--- src/pkg/rscl_pkg.sv ---
`default_nettype none
package rscl_pkg;

	// Strap bit positions on the 16-bit data port
	localparam int CLK_MSB   = 15;
	localparam int CLK_LSB   = 13;
	localparam int ADDR_MSB  = 12;
	localparam int ADDR_LSB  = 11;
	localparam int CS_MSB    = 10;
	localparam int CS_LSB    = 9;
	localparam int WRS_BIT   = 8;
	localparam int BUS_MSB   = 7;
	localparam int BUS_LSB   = 6;
	localparam int BSL_BIT   = 5;
	localparam int ADP_BIT   = 1;
	localparam int EMU_BIT   = 0;

	// Reset values: all straps read as open (logic 1)
	localparam logic [15:0] STRAP_RESET = 16'hFFFF;
	localparam logic [23:0] BOOT_ADDR   = 24'h00_0000;
	localparam logic [23:0] FETCH_STEP  = 24'h00_0002;

	// Multiplier in half steps (x2)
	localparam logic [3:0] MUL_X4   = 4'h8;
	localparam logic [3:0] MUL_X3   = 4'h6;
	localparam logic [3:0] MUL_X2   = 4'h4;
	localparam logic [3:0] MUL_X5   = 4'hA;
	localparam logic [3:0] MUL_X1   = 4'h2;
	localparam logic [3:0] MUL_X1P5 = 4'h3;
	localparam logic [3:0] MUL_X0P5 = 4'h1;
	localparam logic [3:0] MUL_X2P5 = 4'h5;

	typedef enum logic [1:0] {
		BUS_8_DEMUX  = 2'h0,
		BUS_8_MUX    = 2'h1,
		BUS_16_DEMUX = 2'h2,
		BUS_16_MUX   = 2'h3
	} rscl_bus_t;

	// Decoded startup configuration
	typedef struct packed {
		logic [3:0] clockMulHalf;   // multiplier times two
		logic [7:0] port4AddrMask;  // 1 = address line A16+i
		logic [4:0] port6CsMask;    // 1 = chip select i
		logic       singleWrStrobe;
		rscl_bus_t  bootBus;
		logic       bootstrapLoader;
		logic       adapterMode;
		logic       emulationMode;
	} rscl_cfg_t;

	typedef enum {ST_RESET, ST_INIT, ST_RUN} rscl_state_t;

endpackage
`default_nettype wire

--- src/hdl/rscl_latch.sv ---
`timescale 1ns/1ps
`default_nettype none

// Notes on behaviour
// - Capture data port straps during reset
// - Pulled-down reads 0, open reads 1
// - Fetch starts at address zero
// - Privileged init ends at end-of-init
// - High byte: clock, address, chip-select, strobe
// - Low byte: bus type, bootstrap loader, adapter, emulation
// - Clock field selects core multiplier
// - Bus field selects boot bus type
// - Bootstrap loader when strap reads 0
// - Adapter mode when strap reads 0
// - Emulation mode when strap reads 0
// - Init software may change startup settings
// - Waits and placement only by software
module rscl_latch
	import rscl_pkg::*;
(
	input  wire logic        ref_clk,
	input  wire logic        rst,
	input  wire logic        sysResetActive,
	input  wire logic [15:0] strapData,
	input  wire logic        fetchAdvance,
	input  wire logic        end_of_init_instruction,
	input  wire logic        swCfgWrite,
	input  wire rscl_cfg_t   swCfgData,
	output var  rscl_cfg_t   startupCfg,
	output var  logic [23:0] fetchAddr,
	output var  logic        privilegedMode,
	output var  logic        coreRunning
);

	logic [15:0] strap_reg;
	logic [15:0] strap_next;
	rscl_cfg_t   cfg_reg;
	rscl_cfg_t   cfg_next;
	rscl_cfg_t   strapCfg;
	rscl_state_t state_reg;
	rscl_state_t state_next;
	logic [23:0] fetch_reg;
	logic [23:0] fetch_next;
	logic        priv_reg;
	logic        priv_next;
	logic        run_reg;
	logic        run_next;
	logic        inReset;
	logic        inInit;
	logic [2:0]  clkField;
	logic [1:0]  addrField;
	logic [1:0]  csField;
	logic [1:0]  busField;
	logic [3:0]  strapMul;
	logic [7:0]  strapAddrMask;
	logic [4:0]  strapCsMask;
	rscl_bus_t   strapBus;

	// Clock field decode
	function automatic logic [3:0] decodeMul(input logic [2:0] f);
		logic [3:0] m;
		m = MUL_X4;
		unique case (f)
			3'h7: m = MUL_X4;
			3'h6: m = MUL_X3;
			3'h5: m = MUL_X2;
			3'h4: m = MUL_X5;
			3'h3: m = MUL_X1;
			3'h2: m = MUL_X1P5;
			3'h1: m = MUL_X0P5;
			3'h0: m = MUL_X2P5;
		endcase
		return m;
	endfunction

	// Address field decode, one mask bit per line A16..A23
	function automatic logic [7:0] decodeAddr(input logic [1:0] f);
		logic [7:0] m;
		m = 8'h00;
		unique case (f)
			2'h3: m = 8'h03;
			2'h2: m = 8'hFF;
			2'h1: m = 8'h00;
			2'h0: m = 8'h0F;
		endcase
		return m;
	endfunction

	// Chip-select field decode, one mask bit per select
	function automatic logic [4:0] decodeCs(input logic [1:0] f);
		logic [4:0] m;
		m = 5'h00;
		unique case (f)
			2'h0: m = 5'h07;
			2'h1: m = 5'h03;
			2'h3: m = 5'h1F;
			2'h2: m = 5'h00;
		endcase
		return m;
	endfunction

	// Sample port levels while reset is held
	assign strap_next = sysResetActive ? strapData : strap_reg;

	// Raw strap fields from the captured word
	assign clkField  = strap_reg[CLK_MSB:CLK_LSB];
	assign addrField = strap_reg[ADDR_MSB:ADDR_LSB];
	assign csField   = strap_reg[CS_MSB:CS_LSB];
	assign busField  = strap_reg[BUS_MSB:BUS_LSB];

	// Field decode into startup settings
	assign strapMul      = decodeMul(clkField);
	assign strapAddrMask = decodeAddr(addrField);
	assign strapCsMask   = decodeCs(csField);
	assign strapBus      = rscl_bus_t'(busField);

	// Decoded configuration assembled by one driver
	assign strapCfg = '{
		clockMulHalf:    strapMul,
		port4AddrMask:   strapAddrMask,
		port6CsMask:     strapCsMask,
		singleWrStrobe:  strap_reg[WRS_BIT],
		bootBus:         strapBus,
		bootstrapLoader: ~strap_reg[BSL_BIT],
		adapterMode:     ~strap_reg[ADP_BIT],
		emulationMode:   ~strap_reg[EMU_BIT]
	};

	// Sequencer: reset, privileged init, normal run
	always_comb
	begin
		state_next = state_reg;
		unique case (state_reg)
			ST_RESET: if (!sysResetActive) state_next = ST_INIT;
			ST_INIT:  if (end_of_init_instruction) state_next = ST_RUN;
			ST_RUN:   state_next = ST_RUN;
		endcase
		if (sysResetActive)
			state_next = ST_RESET;
	end

	// Phase flags shared by several selections
	assign inReset = (state_reg == ST_RESET);
	assign inInit  = (state_reg == ST_INIT);

	// Strap copy while in reset; software override only in init
	assign cfg_next = inReset ? strapCfg
		: (inInit && swCfgWrite) ? swCfgData
		: cfg_reg;

	// Mode flags follow the next phase
	assign priv_next = (state_next == ST_INIT);
	assign run_next  = (state_next != ST_RESET);

	// Fetch from zero after reset, step on each advance
	assign fetch_next = inReset ? BOOT_ADDR
		: fetchAdvance ? fetch_reg + FETCH_STEP
		: fetch_reg;

	// Straps default to open levels
	always_ff @(posedge ref_clk or posedge rst)
	begin
		if (rst)
			strap_reg <= STRAP_RESET;
		else
			strap_reg <= strap_next;
	end

	// Decoded configuration, cleared under hard reset
	always_ff @(posedge ref_clk or posedge rst)
	begin
		if (rst)
			cfg_reg <= '0;
		else
			cfg_reg <= cfg_next;
	end

	// Phase sequencer register
	always_ff @(posedge ref_clk or posedge rst)
	begin
		if (rst)
			state_reg <= ST_RESET;
		else
			state_reg <= state_next;
	end

	// Fetch address, parked at the boot vector
	always_ff @(posedge ref_clk or posedge rst)
	begin
		if (rst)
			fetch_reg <= BOOT_ADDR;
		else
			fetch_reg <= fetch_next;
	end

	// Privileged init flag
	always_ff @(posedge ref_clk or posedge rst)
	begin
		if (rst)
			priv_reg <= 1'b0;
		else
			priv_reg <= priv_next;
	end

	// Run flag registered for a clean output
	always_ff @(posedge ref_clk or posedge rst)
	begin
		if (rst)
			run_reg <= 1'b0;
		else
			run_reg <= run_next;
	end

	assign startupCfg     = cfg_reg;
	assign fetchAddr      = fetch_reg;
	assign privilegedMode = priv_reg;
	assign coreRunning    = run_reg;

endmodule
`default_nettype wire

--- config.mk ---
export PLATFORM = sky130hd
export DESIGN_NAME = rscl_latch
export DESIGN_NICKNAME = d
export VERILOG_FILES = /design/src/pkg/rscl_pkg.sv /design/src/hdl/rscl_latch.sv
export SDC_FILE = /design/constraint.sdc
export NUM_CORES = 1
export LEC_CHECK = 0
export ABC_CLOCK_PERIOD_IN_PS = 9900
export CAP_MARGIN = 20
export CELL_PAD_IN_SITES_DETAIL_PLACEMENT = 1
export CELL_PAD_IN_SITES_GLOBAL_PLACEMENT = 1
export CORE_MARGIN = 2
export CORE_UTILIZATION = 52
export DETAILED_ROUTE_END_ITERATION = 10
export DONT_BUFFER_PORTS = 1
export PLACE_DENSITY = 0.93
export REMOVE_ABC_BUFFERS = 1
export SYNTH_ARGS = -nofsm -noshare
export SYNTH_HDL_FRONTEND = slang
export SYNTH_SLANG_ARGS = --single-unit
--- constraint.sdc ---
create_clock -name ref_clk -period 9.9 [get_ports ref_clk]
set_input_delay 2.97 -clock ref_clk [delete_from_list [all_inputs] [get_ports ref_clk]]
set_output_delay 2.97 -clock ref_clk [all_outputs]
set_load 0.05 [all_outputs]
# Word-level counts from Yosys, hierarchy flattened
# Memories as Yosys holds them, arrays and structs flattened.
# Index checks and enable logic that the tools add are counted.
# classes
n_addsub	1
n_mux	9
bitwise	3
reduce_logical	8
n_eq_ne	10
# op_table
op	n
32-bit by 2-bit equality test with 1-bit output, second input constant	3
32-bit case mux with 3 select lines	1
32-bit logical NOT	2
32-bit two-way mux	2
24-bit two-way mux	2
23-bit two-way mux	2
32-bit by 1-bit equality test with 1-bit output, second input constant	1
8-bit case mux with 4 select lines	1
32-bit nonzero test	1
24-bit by 2-bit adder with 24-bit output, second input constant	1
5-bit case mux with 4 select lines	1
2-bit equality test, second input constant	4
2-bit by 1-bit equality test with 1-bit output, second input constant	2
2-bit logical NOT	2
2-bit nonzero test	2
1-bit inverter	3
1-bit logical AND	1
# totals
memories	1
reg_bits	97
output_inout_bits	49
mem_bits_ro	32
# memory_table
name	words	width	read_ports	rd_clocked_by_memory_dff	wr	line_no	rtl
(name not given)	8	4	1	0	0	rscl_latch.sv:63	unique case (f)

# Depth between registers and ports, before layout
# depth
ltp_word	4
ltp_mapped	6
ltp_nobuf	6

# Worst setup path before layout
# No wires, ideal clock.
# synth_timing
path_type	input port to flip-flop
start	input port fetchAdvance
end	register fetch_reg[18] (netlist: fetchAddr[18])
required_ns	9.822
t_arrival_ns	4.478
path_buffers	2
path_slack_ns	5.344
cell_stages	6
path_cell_list	buf_4 > nand3_2 > or4_4 > buf_6 > or4_1 > a21oi_1
# synth_via
elab_chain_len	1
# synth_lines
element	line_no	rtl
start, declared	rscl_latch.sv:25	input wire logic fetchAdvance,
2-bit nonzero test (no line)	n/a	
end signal, assigned	rscl_latch.sv:193	fetch_reg <= fetch_next;
end, declared	rscl_latch.sv:42	logic [23:0] fetch_reg;
# Every way passes these cells.
# A chain may end at the register's enable or synchronous reset.

# Worst setup path in the final report
# layout_timing
start	input port fetchAdvance
end	register fetch_reg[23] (netlist: fetchAddr[23])
# The elaborated chain is that of the path after synthesis.

==> metrics.txt <==
status finished, final reports clean; Root Buffer clkbuf_8; Worst setup SP type primary input; VDD IR max 168 µV; average cell area after synthesis approximately 11 µm²; die area just over 0.008 mm²; DPL Wire Length about 6300 µm; first-pass GRT wire length between 15000 and 20000 µm; hold crit path type reg -> reg; Placer Congestion 0.774; CTS tree built; clock buffer depth 2; most frequent cells in the layout dfrtp_1, conb_1, nand2_1; initial antenna violation count 1; required time of the worst setup path 10.18 ns; minimum clock period ~4.2 ns; total wire length between 9000 and 10000 µm; Worst Hold End strap_reg[8]; dpl cell area approximately 0.0041 mm²; IO Port Bufs 0; R2R Path End startupCfg[21]; reg2reg path depth 4; FFs w/ async S/R, synth 100%; Setup TNS 0 ns; # DRC 0; Pleak roughly 1.8 nW; total setup buffers inserted after CTS 0; number of flip-flops under the largest register name 32; initial core utilization 53.7%; CP arrival 4.53 ns; CP Max Fanout 9; reg-to-reg critical path startpoint state_reg[12]; post-synthesis cell area 0.00389 mm²; Synth warnings 0; RSZ-0062 raised after global routing false; via count 2834; Finished Cell Area between 0.004 and 0.005 mm²; Post-DRT Antenna Nets 0; GRT overflow 0; Layout Nets approximately 420; pwr dens 205 mW/mm²; Area Overhead vs Synth 11.2%; core footprint about 0.0073 mm²; flops & latches, synth 93; Final Max Tran Viols 0; R2R setup slack slightly below 7 ns; fmax 236 MHz; initial DRC count ~130; Clock Sinks between 90 and 100; H-tree levels 3; HP Start strap_reg[8]; clock skew between 0.01 and 0.015 ns; Setup Crit Path Kind in -> reg; I/O pin count 94; Hold Vio Cnt, Final 0; die span in y about 91 µm; vias in the first global route about 3.2k; max_cap viols 0; Seq/Total Area, Yosys about 60%; later-pin clock latency in the skew report roughly 0.36 ns; Tot GR Track Use between 20% and 30%; Routed WL per cell ~20 µm; Via density 5.95; WHS Path Cells 2; hold-fix buffers at CTS 0; Post-synth EDFFs 0; pin count of the biggest net entering global routing between 50 and 60; most common cell after layout, fill and taps aside dfrtp_1; proportion of layout cells with a drive suffix above 1 around an eighth; commonest register cell after synthesis dfrtp_1; fin crit share 42.9%; post-CTS sizing 0; Reg clk slew, reported paths 0.09 ns; Final setup viols 0; Netlist cell types 47; Post-Syn Instances between 300 and 400; CP Capture Type flop; die outline width roughly 90 µm; CTS buffer count 9; Fill cells 794; worst slew pin tran between 0.9 and 1 ns; FP Rows 31; DR pass1 iterations 4; slew margin rel. between 30% and 40%
==> routing by layer <==
| layer | global-route usage, % | up-vias | routed length, µm |
|---|---|---|---|
| met5 | 0 | - | 0 |
| met4 | 8.85 | 0 | 176 |
| met3 | 6.51 | 16 | 577 |
| met2 | 43.1 | 102 | 5050 |
| met1 | 28.9 | 1463 | 3800 |
| li1 | - | 1253 | - |
==> stage by stage <==
stage          hold WS (ns)  cells  utilization (%)  setup WS, ns  power, mW
3_3_place_gp          0.473    459             56.1          5.38      0.568
2_1_floorplan         0.461    357                -          4.53      0.552
4_1_cts               0.496    475             59.7          5.67      0.893
6_report              0.489    476             59.7          5.66      0.886
3_5_place_dp          0.481    459             56.1          5.32      0.577
5_1_grt               0.531    475             59.7          5.60      0.920
==> worst max path at each step <==
stage	startpoint	endpoint	slack [ns]	cells after the start
after floorplan	rst	coreRunning	4.53	1
after global placement	fetchAdvance	fetchAddr[21]	5.38	4
after detailed placement	fetchAdvance	fetchAddr[23]	5.32	4
after CTS	fetchAdvance	fetchAddr[23]	5.67	4
after global routing	fetchAdvance	fetchAddr[23]	5.60	4
final	fetchAdvance	fetchAddr[23]	5.66	4
==> report_power, final <==
group / internal (mW) / switching, mW
logic: 0.0292 / 0.0456
clock network: 0.182 / 0.131
registers: 0.409 / 0.0897
==> area by class of cell <==
cell class	count	area [µm²]	area share, %
Clock buffer	11	151	3.50
Tap cell	99	124	2.86
Multi-Input combinational cell	242	1500	34.5
Timing Repair Buffer	3	22.5	0.520
Antenna cell	1	2.50	0.0578
Inverter	22	83.8	1.94
Clock inverter	5	106	2.46
Sequential cell	93	2340	54.1
==> synth_stat cells, types with 5 or more instances <==
cell | n | area share [%]
inv_1 | 22 | 2.1
nor4_1 | 11 | 1.8
dfstp_2 | 13 | 8.8
nand2_1 | 28 | 2.7
xnor2_1 | 10 | 2.2
o31ai_1 | 6 | 1.2
a2bb2oi_1 | 10 | 2.2
o41ai_1 | 8 | 1.8
nor3_1 | 13 | 1.7
clkbuf_1 | 12 | 1.2
mux2_2 | 7 | 2.0
ha_1 | 5 | 1.6
dfrtp_1 | 80 | 51
or4_1 | 6 | 1.2
o21ai_0 | 19 | 2.4
nor2_1 | 22 | 2.1
a211o_1 | 6 | 1.4
o22ai_1 | 6 | 0.96
nand4_1 | 8 | 1.3
a21oi_1 | 11 | 1.4
==> logic make-up (layout without fill, tap and decap cells) <==
kind of cell    count (synthesis)  count (layout)  share of synthesized area, %
compound gates                 75              75                          13.2
buf+inv                        41              41                          4.40
flops                          93              93                          60.2
xor+xnor                       13              13                          2.93
fa+ha+maj                       5               5                          1.61
simple gates                  109             109                          15.0
other cells                     1              32                        0.0963
mux                             9               9                          2.54
==> worst max-delay path, stage by stage <==
cell and delay [ns]:
nand4_4 0.14, or4_1 0.71, or4_1 0.54, a21oi_1 0.17
Note: power is estimated with default switching activity, not from simulation.
